===== config.mk =====
export PLATFORM = sky130hd
export DESIGN_NAME = dfpsc_core
export DESIGN_NICKNAME = d
export VERILOG_FILES = /design/src/core/dfpsc_core.v /design/src/core/dfpsc_offline.v
export VERILOG_INCLUDE_DIRS = /design/src /design/src/include
export SDC_FILE = /design/constraint.sdc
export NUM_CORES = 1
export LEC_CHECK = 0
export BUFFER_PORTS_ARGS = -buffer_cell sky130_fd_sc_hd__buf_4
export CAP_MARGIN = 10
export CELL_PAD_IN_SITES_DETAIL_PLACEMENT = 1
export CELL_PAD_IN_SITES_GLOBAL_PLACEMENT = 1
export CORE_ASPECT_RATIO = 2
export CORE_MARGIN = 8
export CORE_UTILIZATION = 25
export DETAILED_ROUTE_END_ITERATION = 10
export HOLD_SLACK_MARGIN = 0.08
export PLACE_DENSITY = 0.6
export SYNTH_ARGS = -nofsm -noshare
export SYNTH_HDL_FRONTEND = slang
export SYNTH_SLANG_ARGS = --single-unit

===== constraint.sdc =====
create_clock -name clk_sys -period 4.88 [get_ports clk_sys]
set_input_delay 0.244 -clock clk_sys [delete_from_list [all_inputs] [get_ports clk_sys]]
set_output_delay 0.244 -clock clk_sys [all_outputs]
set_load 0.005 [all_outputs]

===== src/include/dfpsc_map.vh =====
`ifndef DFPSC_MAP_VH
`define DFPSC_MAP_VH

// Register indexes on the plain port
`define DFPSC_A_FEAT      4'h0
`define DFPSC_A_SC        4'h1
`define DFPSC_A_CMD       4'h2
`define DFPSC_A_STAT      4'h3
`define DFPSC_A_ERR       4'h4
`define DFPSC_A_CTRL      4'h5
`define DFPSC_A_CFG       4'h6
`define DFPSC_A_XFER      4'h7
`define DFPSC_A_MULT      4'h8
`define DFPSC_A_STBY      4'h9
`define DFPSC_A_OFL       4'hA

// Status, error and control bit positions
`define DFPSC_ST_BSY      7
`define DFPSC_ST_DRDY     6
`define DFPSC_ST_ERR      0
`define DFPSC_ER_ABRT     2
`define DFPSC_CT_SRST     2

// Command opcodes
`define DFPSC_CMD_SETFEAT 8'hEF
`define DFPSC_CMD_SETMAX  8'hF9
`define DFPSC_CMD_SETMAXX 8'h37
`define DFPSC_CMD_SETMULT 8'hC6
`define DFPSC_CMD_SLEEP   8'hE6
`define DFPSC_CMD_STBY    8'hE2
`define DFPSC_CMD_STBYI   8'hE0
`define DFPSC_CMD_SMART   8'hB0

// Feature-setting codes
`define DFPSC_F_WC_EN     8'h02
`define DFPSC_F_XFER      8'h03
`define DFPSC_F_PUIS_EN   8'h06
`define DFPSC_F_PUIS_UP   8'h07
`define DFPSC_F_SATA_EN   8'h10
`define DFPSC_F_AAM_EN    8'h42
`define DFPSC_F_RLA_DIS   8'h55
`define DFPSC_F_WC_DIS    8'h82
`define DFPSC_F_PUIS_DIS  8'h86
`define DFPSC_F_SATA_DIS  8'h90
`define DFPSC_F_RLA_EN    8'hAA
`define DFPSC_F_AAM_DIS   8'hC2

// Serial-link feature selectors in sector count
`define DFPSC_SC_DMAAUTO  8'h02
`define DFPSC_SC_DIPM     8'h03
`define DFPSC_SC_SSP      8'h06

// Transfer types, upper five bits of sector count
`define DFPSC_XT_PIODEF   5'h00
`define DFPSC_XT_PIOFC    5'h01
`define DFPSC_XT_MWDMA    5'h04
`define DFPSC_XT_UDMA     5'h08
`define DFPSC_XM_NOIORDY  3'h1

// Max-address subcommands
`define DFPSC_HPA_PWD     8'h01
`define DFPSC_HPA_LOCK    8'h02
`define DFPSC_HPA_UNLK    8'h03
`define DFPSC_HPA_FRZ     8'h04

// Monitoring subcommands
`define DFPSC_SM_RDATA    8'hD0
`define DFPSC_SM_ASAVE    8'hD2
`define DFPSC_SM_OFFL     8'hD4
`define DFPSC_SM_RDLOG    8'hD5
`define DFPSC_SM_WRLOG    8'hD6
`define DFPSC_SM_EN       8'hD8
`define DFPSC_SM_DIS      8'hD9
`define DFPSC_SM_STATUS   8'hDA
`define DFPSC_SM_ASAVE_ON 8'hF1

// Reset values and off-line collection length in cycles
`define DFPSC_CFG_RST     16'h0002
`define DFPSC_OFL_CYC     16'h0400

`endif


===== src/core/dfpsc_core.v =====
// Overview of operation
// - Feature command checks code, completes with interrupt
// - Unknown feature code aborts the command
// - Transfer mode: type bits 7:3, mode 2:0
// - Decode default, flow PIO, MWDMA, UDMA types
// - 55h disables, AAh enables look-ahead
// - 10h/90h toggle link feature by count
// - 42h enables, C2h disables acoustic management
// - Max-address subcommands 1 to 4 only
// - Block sizes 2,4,8,16 enable multiple transfers
// - Bad block size aborts and disables multiple
// - Hard reset disables multiple; soft reset keeps
// - Sleep spins down, then completes, goes inactive
// - Soft reset leaves sleep; never sleep after reset
// - Standby completes with interrupt straight away
// - Nonzero count arms standby timer period
// - Disable stops monitoring, aborts all but enable
// - Enable turns monitoring on, repeat harmless
// - Auto-save: count zero off, F1h on
// - Off-line collection keeps busy clear, ready set
// - Other commands suspend collection, then resume
// - Standby-immediate suspends until power save ends
// - New off-line start restarts collection
`timescale 1ns/100ps
`include "dfpsc_map.vh"

module dfpsc_core (
	input  wire        clk_sys,
	input  wire        sys_rst,
	input  wire        ce,
	input  wire [3:0]  addr,
	input  wire [15:0] wdata,
	input  wire        wr,
	input  wire        rd,
	output reg  [15:0] rdata,
	input  wire        nv_smart_in,
	input  wire        nv_asave_in,
	input  wire        spindle_stopped,
	output reg         intrq,
	output wire        busy,
	output reg         spin_down,
	output wire        iface_active,
	output reg         nv_smart_en,
	output reg         nv_asave,
	output wire        ofl_active
);

	localparam ST_IDLE = 2'd0;
	localparam ST_EXEC = 2'd1;
	localparam ST_SPIN = 2'd2;

	reg [1:0]  state;
	reg [7:0]  feat;
	reg [7:0]  seccnt;
	reg [7:0]  cmd;
	reg        err_abrt;
	reg        in_sleep;
	reg        in_standby;
	reg        wcache;
	reg        lookahead;
	reg        aam;
	reg        puis;
	reg        dma_auto;
	reg        dipm;
	reg        ssp;
	reg        mult_en;
	reg [7:0]  mult_cnt;
	reg [7:0]  xfer_mode;
	reg        hpa_locked;
	reg        hpa_frozen;
	reg        stby_tmr_en;
	reg [7:0]  stby_period;
	reg        next_abort;
	wire       ofl_done;
	wire       ofl_susp;
	wire       ofl_start;
	wire       ofl_hold;
	wire       exec_ok;
	wire       srst;
	wire       cmd_wr;
	wire [15:0] status;
	wire [15:0] cfg;
	wire [15:0] cfg_rst = `DFPSC_CFG_RST;

	// Transfer type in the upper five bits, mode in the lower three
	function xfer_ok;
		input [7:0] sc;
		begin
			case (sc[7:3])
				`DFPSC_XT_PIODEF: xfer_ok = (sc[2:0] <= `DFPSC_XM_NOIORDY);
				`DFPSC_XT_PIOFC:  xfer_ok = 1'b1;
				`DFPSC_XT_MWDMA:  xfer_ok = 1'b1;
				`DFPSC_XT_UDMA:   xfer_ok = 1'b1;
				default:          xfer_ok = 1'b0;
			endcase
		end
	endfunction

	// Serial-link feature selector check
	function sata_ok;
		input [7:0] sc;
		begin
			sata_ok = (sc == `DFPSC_SC_DMAAUTO) || (sc == `DFPSC_SC_DIPM) ||
				(sc == `DFPSC_SC_SSP);
		end
	endfunction

	// Supported block sizes for multiple transfers
	function blk_ok;
		input [7:0] sc;
		begin
			blk_ok = (sc == 8'h02) || (sc == 8'h04) || (sc == 8'h08) ||
				(sc == 8'h10);
		end
	endfunction

	// Abort decision for the latched command
	always @* begin
		next_abort = 1'b0;
		case (cmd)
			`DFPSC_CMD_SETFEAT: begin
				case (feat)
					`DFPSC_F_WC_EN, `DFPSC_F_WC_DIS,
					`DFPSC_F_PUIS_EN, `DFPSC_F_PUIS_DIS,
					`DFPSC_F_PUIS_UP,
					`DFPSC_F_AAM_EN, `DFPSC_F_AAM_DIS,
					`DFPSC_F_RLA_EN, `DFPSC_F_RLA_DIS:
						next_abort = 1'b0;
					`DFPSC_F_XFER:
						next_abort = !xfer_ok(seccnt);
					`DFPSC_F_SATA_EN, `DFPSC_F_SATA_DIS:
						next_abort = !sata_ok(seccnt);
					default:
						next_abort = 1'b1;
				endcase
			end
			`DFPSC_CMD_SETMAX, `DFPSC_CMD_SETMAXX: begin
				// Obsolete zero and reserved codes refused
				next_abort = (feat < `DFPSC_HPA_PWD) ||
					(feat > `DFPSC_HPA_FRZ) ||
					(hpa_frozen && feat != `DFPSC_HPA_FRZ);
			end
			`DFPSC_CMD_SETMULT:
				next_abort = !blk_ok(seccnt);
			`DFPSC_CMD_SLEEP, `DFPSC_CMD_STBY, `DFPSC_CMD_STBYI:
				next_abort = 1'b0;
			`DFPSC_CMD_SMART: begin
				if (!nv_smart_en && feat != `DFPSC_SM_EN) begin
					next_abort = 1'b1;
				end else begin
					case (feat)
						`DFPSC_SM_RDATA, `DFPSC_SM_RDLOG, `DFPSC_SM_WRLOG,
						`DFPSC_SM_STATUS, `DFPSC_SM_OFFL,
						`DFPSC_SM_EN, `DFPSC_SM_DIS:
							next_abort = 1'b0;
						`DFPSC_SM_ASAVE:
							next_abort = (seccnt != 8'h00) &&
								(seccnt != `DFPSC_SM_ASAVE_ON);
						default:
							next_abort = 1'b1;
					endcase
				end
			end
			default:
				next_abort = 1'b1;
		endcase
	end

	assign exec_ok = (state == ST_EXEC) && !next_abort;
	assign srst    = wr && (addr == `DFPSC_A_CTRL) && wdata[`DFPSC_CT_SRST];
	// Command port is dead while asleep or busy
	assign cmd_wr  = wr && (addr == `DFPSC_A_CMD) && (state == ST_IDLE) &&
		!in_sleep;

	// Busy is the command engine only; collection never shows here
	assign busy         = (state != ST_IDLE);
	assign iface_active = !in_sleep;
	assign status       = {8'h00, busy, !in_sleep, 5'h00, err_abrt};
	assign cfg = {1'b0, stby_tmr_en, in_sleep, in_standby, hpa_frozen,
		hpa_locked, mult_en, nv_asave, nv_smart_en, ssp, dipm, dma_auto,
		puis, aam, lookahead, wcache};

	// Collection start and suspension terms
	assign ofl_start = exec_ok && (cmd == `DFPSC_CMD_SMART) &&
		(feat == `DFPSC_SM_OFFL);
	// Held while a command runs, monitoring is off or power saving holds
	assign ofl_hold = busy || !nv_smart_en || in_standby || in_sleep;

	// Command engine and feature state
	always @(posedge clk_sys) begin
		if (sys_rst) begin
			state       <= ST_IDLE;
			feat        <= 8'h00;
			seccnt      <= 8'h00;
			cmd         <= 8'h00;
			err_abrt    <= 1'b0;
			intrq       <= 1'b0;
			in_sleep    <= 1'b0;
			in_standby  <= 1'b0;
			spin_down   <= 1'b0;
			{ssp, dipm, dma_auto, puis, aam, lookahead, wcache} <=
				cfg_rst[6:0];
			mult_en     <= 1'b0;
			mult_cnt    <= 8'h00;
			xfer_mode   <= 8'h00;
			hpa_locked  <= 1'b0;
			hpa_frozen  <= 1'b0;
			stby_tmr_en <= 1'b0;
			stby_period <= 8'h00;
			// Monitoring state comes from nonvolatile storage
			nv_smart_en <= nv_smart_in;
			nv_asave    <= nv_asave_in;
		end else if (ce) begin
			// Status read acknowledges; a completion below still wins
			if (rd && addr == `DFPSC_A_STAT) begin
				intrq <= 1'b0;
			end
			// Taskfile loads only while idle and awake
			if (wr && state == ST_IDLE && !in_sleep) begin
				if (addr == `DFPSC_A_FEAT) begin
					feat <= wdata[7:0];
				end
				if (addr == `DFPSC_A_SC) begin
					seccnt <= wdata[7:0];
				end
			end
			case (state)
				ST_IDLE: begin
					if (cmd_wr) begin
						cmd   <= wdata[7:0];
						state <= ST_EXEC;
					end
				end
				ST_EXEC: begin
					err_abrt <= next_abort;
					if (cmd == `DFPSC_CMD_SLEEP && !spindle_stopped) begin
						spin_down <= 1'b1;
						state     <= ST_SPIN;
					end else begin
						state <= ST_IDLE;
						intrq <= 1'b1;
					end
					if (cmd == `DFPSC_CMD_SLEEP) begin
						in_sleep  <= spindle_stopped;
						spin_down <= 1'b1;
					end else if (cmd == `DFPSC_CMD_STBY ||
						cmd == `DFPSC_CMD_STBYI) begin
						in_standby <= 1'b1;
						spin_down  <= 1'b1;
					end else if (!next_abort) begin
						// Any other accepted command leaves power saving
						in_standby <= 1'b0;
						spin_down  <= 1'b0;
					end
					if (cmd == `DFPSC_CMD_STBY && seccnt != 8'h00) begin
						stby_tmr_en <= 1'b1;
						stby_period <= seccnt;
					end
					if (cmd == `DFPSC_CMD_SETMULT) begin
						mult_en <= !next_abort;
						if (!next_abort) begin
							mult_cnt <= seccnt;
						end
					end
					if (exec_ok && cmd == `DFPSC_CMD_SETFEAT) begin
						case (feat)
							`DFPSC_F_WC_EN:    wcache    <= 1'b1;
							`DFPSC_F_WC_DIS:   wcache    <= 1'b0;
							`DFPSC_F_PUIS_EN:  puis      <= 1'b1;
							`DFPSC_F_PUIS_DIS: puis      <= 1'b0;
							`DFPSC_F_RLA_DIS:  lookahead <= 1'b0;
							`DFPSC_F_RLA_EN:   lookahead <= 1'b1;
							`DFPSC_F_AAM_EN:   aam       <= 1'b1;
							`DFPSC_F_AAM_DIS:  aam       <= 1'b0;
							`DFPSC_F_XFER:     xfer_mode <= seccnt;
							`DFPSC_F_SATA_EN, `DFPSC_F_SATA_DIS: begin
								case (seccnt)
									`DFPSC_SC_DMAAUTO:
										dma_auto <= (feat == `DFPSC_F_SATA_EN);
									`DFPSC_SC_DIPM:
										dipm <= (feat == `DFPSC_F_SATA_EN);
									default:
										ssp <= (feat == `DFPSC_F_SATA_EN);
								endcase
							end
							default: ;
						endcase
					end
					// Max-address lock state; stored limit is never touched
					if (exec_ok && (cmd == `DFPSC_CMD_SETMAX ||
						cmd == `DFPSC_CMD_SETMAXX)) begin
						case (feat)
							`DFPSC_HPA_LOCK: hpa_locked <= 1'b1;
							`DFPSC_HPA_UNLK: hpa_locked <= 1'b0;
							`DFPSC_HPA_FRZ:  hpa_frozen <= 1'b1;
							default: ;
						endcase
					end
					if (exec_ok && cmd == `DFPSC_CMD_SMART) begin
						case (feat)
							// Repeat enable leaves everything as it stands
							`DFPSC_SM_EN:  nv_smart_en <= 1'b1;
							`DFPSC_SM_DIS: nv_smart_en <= 1'b0;
							`DFPSC_SM_ASAVE:
								nv_asave <= (seccnt == `DFPSC_SM_ASAVE_ON);
							default: ;
						endcase
					end
				end
				ST_SPIN: begin
					// Completion waits for the spindle to stop
					if (spindle_stopped) begin
						in_sleep <= 1'b1;
						intrq    <= 1'b1;
						state    <= ST_IDLE;
					end
				end
				default: state <= ST_IDLE;
			endcase
			// Besides hardware reset, software reset is the only way out of sleep
			if (srst) begin
				state    <= ST_IDLE;
				in_sleep <= 1'b0;
				err_abrt <= 1'b0;
				intrq    <= 1'b0;
			end
		end
	end

	// Registered read data, valid only in the cycle after the strobe
	always @(posedge clk_sys) begin
		if (sys_rst) begin
			rdata <= 16'h0000;
		end else if (ce) begin
			rdata <= 16'h0000;
			if (rd) begin
				case (addr)
					`DFPSC_A_FEAT: rdata <= {8'h00, feat};
					`DFPSC_A_SC:   rdata <= {8'h00, seccnt};
					`DFPSC_A_CMD:  rdata <= {8'h00, cmd};
					`DFPSC_A_STAT: rdata <= status;
					`DFPSC_A_ERR:  rdata <= {13'h0000, err_abrt, 2'b00};
					`DFPSC_A_CFG:  rdata <= cfg;
					`DFPSC_A_XFER: rdata <= {8'h00, xfer_mode};
					`DFPSC_A_MULT: rdata <= {8'h00, mult_cnt};
					`DFPSC_A_STBY: rdata <= {8'h00, stby_period};
					`DFPSC_A_OFL:  rdata <= {13'h0000, ofl_done, ofl_susp,
						ofl_active};
					default:       rdata <= 16'h0000;
				endcase
			end
		end
	end

	// Off-line collection runs beside the command engine
	dfpsc_offline u_offline (
		.clk_sys   (clk_sys),
		.sys_rst   (sys_rst),
		.ce        (ce),
		.start     (ofl_start),
		.hold      (ofl_hold),
		.active    (ofl_active),
		.done      (ofl_done),
		.suspended (ofl_susp)
	);

endmodule


===== src/core/dfpsc_offline.v =====
`timescale 1ns/100ps
`include "dfpsc_map.vh"

module dfpsc_offline (
	input  wire        clk_sys,
	input  wire        sys_rst,
	input  wire        ce,
	input  wire        start,
	input  wire        hold,
	output reg         active,
	output reg         done,
	output wire        suspended
);

	reg [15:0] cnt;

	// Suspension is a level, so work picks up where it stopped
	assign suspended = active & hold;

	// Collection progress; a new start always begins from zero
	always @(posedge clk_sys) begin
		if (sys_rst) begin
			active <= 1'b0;
			done   <= 1'b0;
			cnt    <= 16'h0000;
		end else if (ce) begin
			if (start) begin
				active <= 1'b1;
				done   <= 1'b0;
				cnt    <= 16'h0000;
			end else if (active && !hold) begin
				if (cnt == `DFPSC_OFL_CYC - 16'h0001) begin
					active <= 1'b0;
					done   <= 1'b1;
				end else begin
					cnt <= cnt + 16'h0001;
				end
			end
		end
	end

endmodule


; ---- Word-level counts from Yosys, hierarchy flattened
; Cells that the tools add are included.
[classes]
mux = 55
eq_ne = 61
n_addsub = 1
n_lt_le_gt_ge = 3
reduce_logical = 90
n_bitwise = 4
[op_table]
columns = op, n
row1 = "8-bit == test, second input constant", 21
row2 = 15-bit case mux with 10 select lines, 1
row3 = 16-bit two-way mux, 3
row4 = 4-bit AND reduction, 12
row5 = "8-bit by 3-bit == test with 1-bit output, second input constant", 5
row6 = 1-bit two-way mux, 33
row7 = "8-bit by 2-bit == test with 1-bit output, second input constant", 4
row8 = 3-bit AND reduction, 9
row9 = 2-bit nonzero test, 13
row10 = 1-bit case mux with 2 select lines, 10
row11 = 1-bit logical AND, 19
row12 = "16-bit by 1-bit adder with 16-bit output, second input constant", 1
row13 = "16-bit by 10-bit == test with 1-bit output, second input constant", 1
row14 = "4-bit by 3-bit == test with 1-bit output, second input constant", 4
row15 = "8-bit by 5-bit == test with 1-bit output, second input constant", 2
row16 = "8-bit by 7-bit == test with 1-bit output, second input constant", 2
row17 = "8-bit != test, second input constant", 2
row18 = 15-bit two-way mux, 1
row19 = 5-bit AND reduction, 3
row20 = "4-bit == test, second input constant", 3
row21 = 1-bit logical OR, 12
row22 = 9-bit OR reduction, 1
row23 = "4-bit by 2-bit == test with 1-bit output, second input constant", 2
row24 = "8-bit by 4-bit == test with 1-bit output, second input constant", 1
row25 = other kinds (32), 49
[totals]
regBits = 102
output_inout_bits = 23
input_bits = 28

; ---- Depth between registers and ports, before layout
[logic_depth]
ltp_word = 15
mapped_depth = 10

; ---- Modules after synthesis
; From an unflattened synthesis, not the netlist that was laid out.
[unflattened]
cells_unflattened = 677
area_unflattened_um2 = 5715.5
[modules_own_cells]
columns = mod, n_inst, cells_each, area_per_inst_um2, seq_area_each_um2
row1 = dfpsc_core, 1, 544, 4619.4, 1681.6
row2 = dfpsc_offline, 1, 133, 1096.1, 360.3

; ---- Worst setup path before layout
; Ideal clock, no wire load.
[synth_path]
kind = reg-to-reg
startpoint = reg seccnt[4]
endpoint = reg nv_asave, enable pin
stages_incl_launch_ff = 10
setup_ns = 0.290
path_slack_ns = 2.296
n_path_buf = 2
synth_period_minus_slack_ns = 2.584
arrival_time_ns = 2.294
t_required_ns = 4.590
cell_sequence = dfxtp_1 buf_6 or4_4 or4_1 clkbuf_2 a21o_1 a2bb2oi_2 o211ai_1 nor2_1 a31o_2
[synth_via]
elab_chain_len = 13
elab_cells_between_ends = 34
[synth_rtl]
columns = item, line_no
row1 = from (decl), dfpsc_core.v:54  ; reg [7:0] seccnt;
row2 = from (signal assigned), dfpsc_core.v:224  ; seccnt <= wdata[7:0];
row3 = 5-bit by 4-bit == test with 1-bit output (tied with other cells), dfpsc_core.v:89  ; case (sc[7:3])
row4 = 3-bit OR reduction (no source line), -
row5 = 1-bit case mux with 2 select lines, dfpsc_core.v:89
row6 = 1-bit two-way mux, dfpsc_core.v:122  ; case (feat)
row7 = 1-bit two-way mux, dfpsc_core.v:120  ; case (cmd)
row8 = 1-bit logical NOT, dfpsc_core.v:130  ; next_abort = !xfer_ok(seccnt);
row9 = 1-bit case mux with 3 select lines, dfpsc_core.v:122
row10 = 1-bit case mux with 5 select lines (*), dfpsc_core.v:120
row11 = 1-bit logical NOT (*), -
row12 = 1-bit logical AND (*), dfpsc_core.v:169  ; assign exec_ok = (state == ST_EXEC) && !next_abort;
row13 = 1-bit logical AND (no source line) (*), -
row14 = 2-bit nonzero test (no source line) (*), -
row15 = 4-bit AND reduction (no source line) (*), -
row16 = to (signal assigned), dfpsc_core.v:212  ; nv_asave <= nv_asave_in;
row17 = to (signal assigned), dfpsc_core.v:305  ; nv_asave <= (seccnt == `DFPSC_SM_ASAVE_ON);
row18 = to (decl), dfpsc_core.v:44  ; output reg nv_asave,
; Every way passes the cells marked *; elsewhere a longest branch is shown, timed or not. The select of a mux whose other input is x is not followed.
; A chain may end at the register's enable or synchronous reset.

; ---- Worst setup path in the final report
[layout_path]
startpoint = reg feat[1]
endpoint = reg xfer_mode[2]
[layout_via]
elab_chain_len = 9
elab_cells_between_ends = 39
[layout_rtl]
columns = item, line_no
row1 = from (decl), dfpsc_core.v:53  ; reg [7:0] feat;
row2 = from (signal assigned), dfpsc_core.v:221  ; feat <= wdata[7:0];
row3 = 8-bit == test, dfpsc_core.v:151  ; case (feat)
row4 = 7-bit OR reduction, dfpsc_core.v:151
row5 = 1-bit case mux with 2 select lines, dfpsc_core.v:151
row6 = 1-bit two-way mux, dfpsc_core.v:148  ; if (!nv_smart_en && feat != `DFPSC_SM_EN) begin
row7 = 1-bit case mux with 5 select lines, dfpsc_core.v:120
row8 = 1-bit logical NOT, -
row9 = 1-bit logical AND, dfpsc_core.v:169
row10 = 1-bit logical AND (no source line), -
row11 = 4-bit AND reduction (no source line) (*), -
row12 = to (signal assigned), dfpsc_core.v:275  ; `DFPSC_F_XFER: xfer_mode <= seccnt;
row13 = to (decl), dfpsc_core.v:68  ; reg [7:0] xfer_mode;
; Every way passes the cells marked *; elsewhere a longest branch is shown, timed or not.

==> out/qor.yml <==
clocking:
  path_clk_slew_ps: 80
  post-cts-setup-buffers: 0
  cts_tree: "done"
  cts_resized: 0
  cts_sinks: 101
  clock_path_buffers: 2
  clkLatencyLatePin_ps: 350
  htreeDepth: 3
  cts-root-buf: "clkbuf_16"
  ctsHoldBuffers: 0
  cts_buffers: 9
detailed_routing:
  drtAntennaViolNets: 0
  totalWireLength_um: 18040
  drc_errors: 0
  drtIter0Drc: 324
  viasPerCell: 5.264
  num_vias: 4890
  first_pass_iters: 4
  post_drt_wl_per_cell_um: 19.42
power:
  cellPowerDensity_mw_per_mm2: 268.6
  p_leak_nw: 2.014
  power_w: 0.001649
  vdd_ir_drop_max_mv: 0.1789
place:
  portBuffers: 41
  dp_hpwl_um: 13140
  gp_congestion: 0.8710
  detailed_place.area_mm2: 0.005846
  dp.cells: 913
floorplan:
  num_rows: 76
  ioPinCount: 51
  dieArea_mm2: 0.02668
  die_w_um: 119.6
  start_util_pct: 25.18
  fp.coreArea_mm2: 0.02130
  dieHeight_um: 223.1
synthesis:
  syn_nets: 676
  synth.most_common_cell: "nor2_1"
  async_flop_share_pct: 0
  yosysUniqueCellTypes: 73
  synthTopCellsByCount: "nor2_1 (112), dfxtp_1 (99), mux2i_1 (48)"
  avgSynthCellArea_um2: 8.327
  yosysTopAreaCellShare_pct: 36.96
  synth.area.top_cells: "dfxtp_1 (37%), mux2i_1 (9.0%), nor2_1 (7.8%), a22oi_1 (4.8%), clkbuf_1 (2.9%)"
  ys_seq_area_share_pct: 38.08
  synthCells: 644
  syn_area_mm2: 0.005363
  ys_seq_elements: 101
  synth_edf_count: 2
  synth_area_leader_cell: "dfxtp_1"
  synth_ff_type: "dfxtp_1"
  synth-warning-count: 0
sta:
  setup_tns_ps: 0
  period_minus_slack_ps: 3600
  finalSetupViolCount: 0
  hold_viol: 0
  fin_skew_ps: 13.75
  rsz0062_at_grt: "no"
  max_slew_margin_pct: 25.37
  drv_slew: 0
  final.period_utilization_pct: 73.76
  finalHoldWorstSlack_ps: 146.4
  max_freq_mhz: 277.8
  worst_pin_slew_ps: 1115
worst_setup_path:
  cp-end-kind: "flop"
  slowest_stage: "nor2b_1"
  cp-start-kind: "flop"
  required_ps: 5100
  crit_type: "reg2reg"
  slowest_delay_ps: 850
  crit_fanout: 13
  path_common_cell: "nor2_1"
  path_cells: "nor4b_4, nor2_1, a2111o_1, a2111oi_4, nor2b_1, mux2i_1, nor2_1"
  crit_arrival_ps: 3820
finish:
  area_growth_pct: 14.47
  nets: 683
  diodes: 0
  layout.cells.non_filler: 929
  final_area_mm2: 0.006138
  drive_above_1_share_pct: 12.50
job:
  drv_cap: 0
grt:
  grt_use_total_pct: 13.61
  grt_max_degree: 68
  grt_pass1_vias: 4931
  grt_pass1_wl_um: 29000
  grt_antenna_before_repair: 0
  grt.overflow.total: 0
status:
  status: "finished clean"
worst_hold_path:
  hold_path.class: "in2reg"
## path summary, 6_finish.rpt
path,cells past startpoint,end,from,slack [ps]
setup / recovery,7,xfer_mode[2],feat[1],1280
hold reg to reg,2,rdata[6],rdata[6],480
setup reg to reg,7,xfer_mode[2],feat[1],1280
hold / removal,3,cmd[5],wdata[5],150
## cell type report
cell class	instances	area, µm²
fillers	2579	15160
clock inverters	7	67.56
multi-input cells	480	3068
repair buffers	46	345.3
well taps	273	341.6
inverters	13	48.80
flip-flops and latches	101	2042
clock buffers	9	225.2
## critical path: cells and delay by family (launching register included)
kind            cells  cell delay [ps]
simple gates        4             1510
compound gates      2             1030
flops               1              640
mux                 1              290
## flip-flops by register name (all words and copies together) (netlist names), 2 cells and up
signal / cells
u_offline.cnt: 16
cmd: 8
stby_period: 8
rdata: 15
seccnt: 8
state: 2
mult_cnt: 8
xfer_mode: 8
feat: 8
## cell usage in the layout, fill, tap and decap left out, types with 3 or more instances in the layout
cell,n
nor2_1,112
dfxtp_1,99
mux2i_1,48
buf_4,46
nand2_1,34
a22oi_1,34
nand3_1,28
o21ai_0,26
a21oi_1,26
nor3_1,17
nor2b_1,14
inv_1,13
nor4_1,10
and2_1,10
nand2b_1,9
clkbuf_16,9
nand4_1,6
and3_1,6
a32oi_1,5
a221oi_1,5
nor4bb_1,4
o31ai_1,4
a31oi_1,4
a311oi_1,4
ha_1,4
and4b_1,3
nor3b_1,3
nand3b_1,3
o311ai_0,3
or4_1,3
o211ai_1,3
a21o_1,3
a211oi_1,3
## cells by family (layout without fill, tap and decap cells)
family                   Yosys count  after routing  synth area share (%)
XOR/XNOR                           1              1                0.1634
multiplexers                      51             51                 9.799
AND/OR/NAND/NOR                  278            278                 26.41
adder cells (fa/ha/maj)            5              5                 1.120
other                              1              1               0.06993
flip-flops                       101            101                 38.08
buffers and inverters             63             75                 4.830
AO/OA/AOI/OAI                    144            144                 19.53
## layer usage
metal,track usage [%],up-vias,wire (µm)
met5,0,-,0
met4,3.812,0,244
met3,2.228,15,630
met2,21.80,93,8614
met1,18.31,2423,8549
li1,-,2359,-
## power breakdown
group          switching [W]  internal [W]  total (W)
clock network       0.000364      0.000359   0.000724
logic              0.0000596     0.0000286  0.0000882
registers         0.00000784      0.000829   0.000837
total               0.000432       0.00122    0.00165
## metrics by stage
| stage | utilization (%) | setup slack, ps |
|---|---|---|
| floorplan | - | 2296 |
| global placement | 27.44 | 1383 |
| detailed placement | 27.44 | 1330 |
| CTS | 28.82 | 1327 |
| global route | 28.82 | 1119 |
| finish | 28.82 | 1280 |
(Power assumes the default switching activity.)
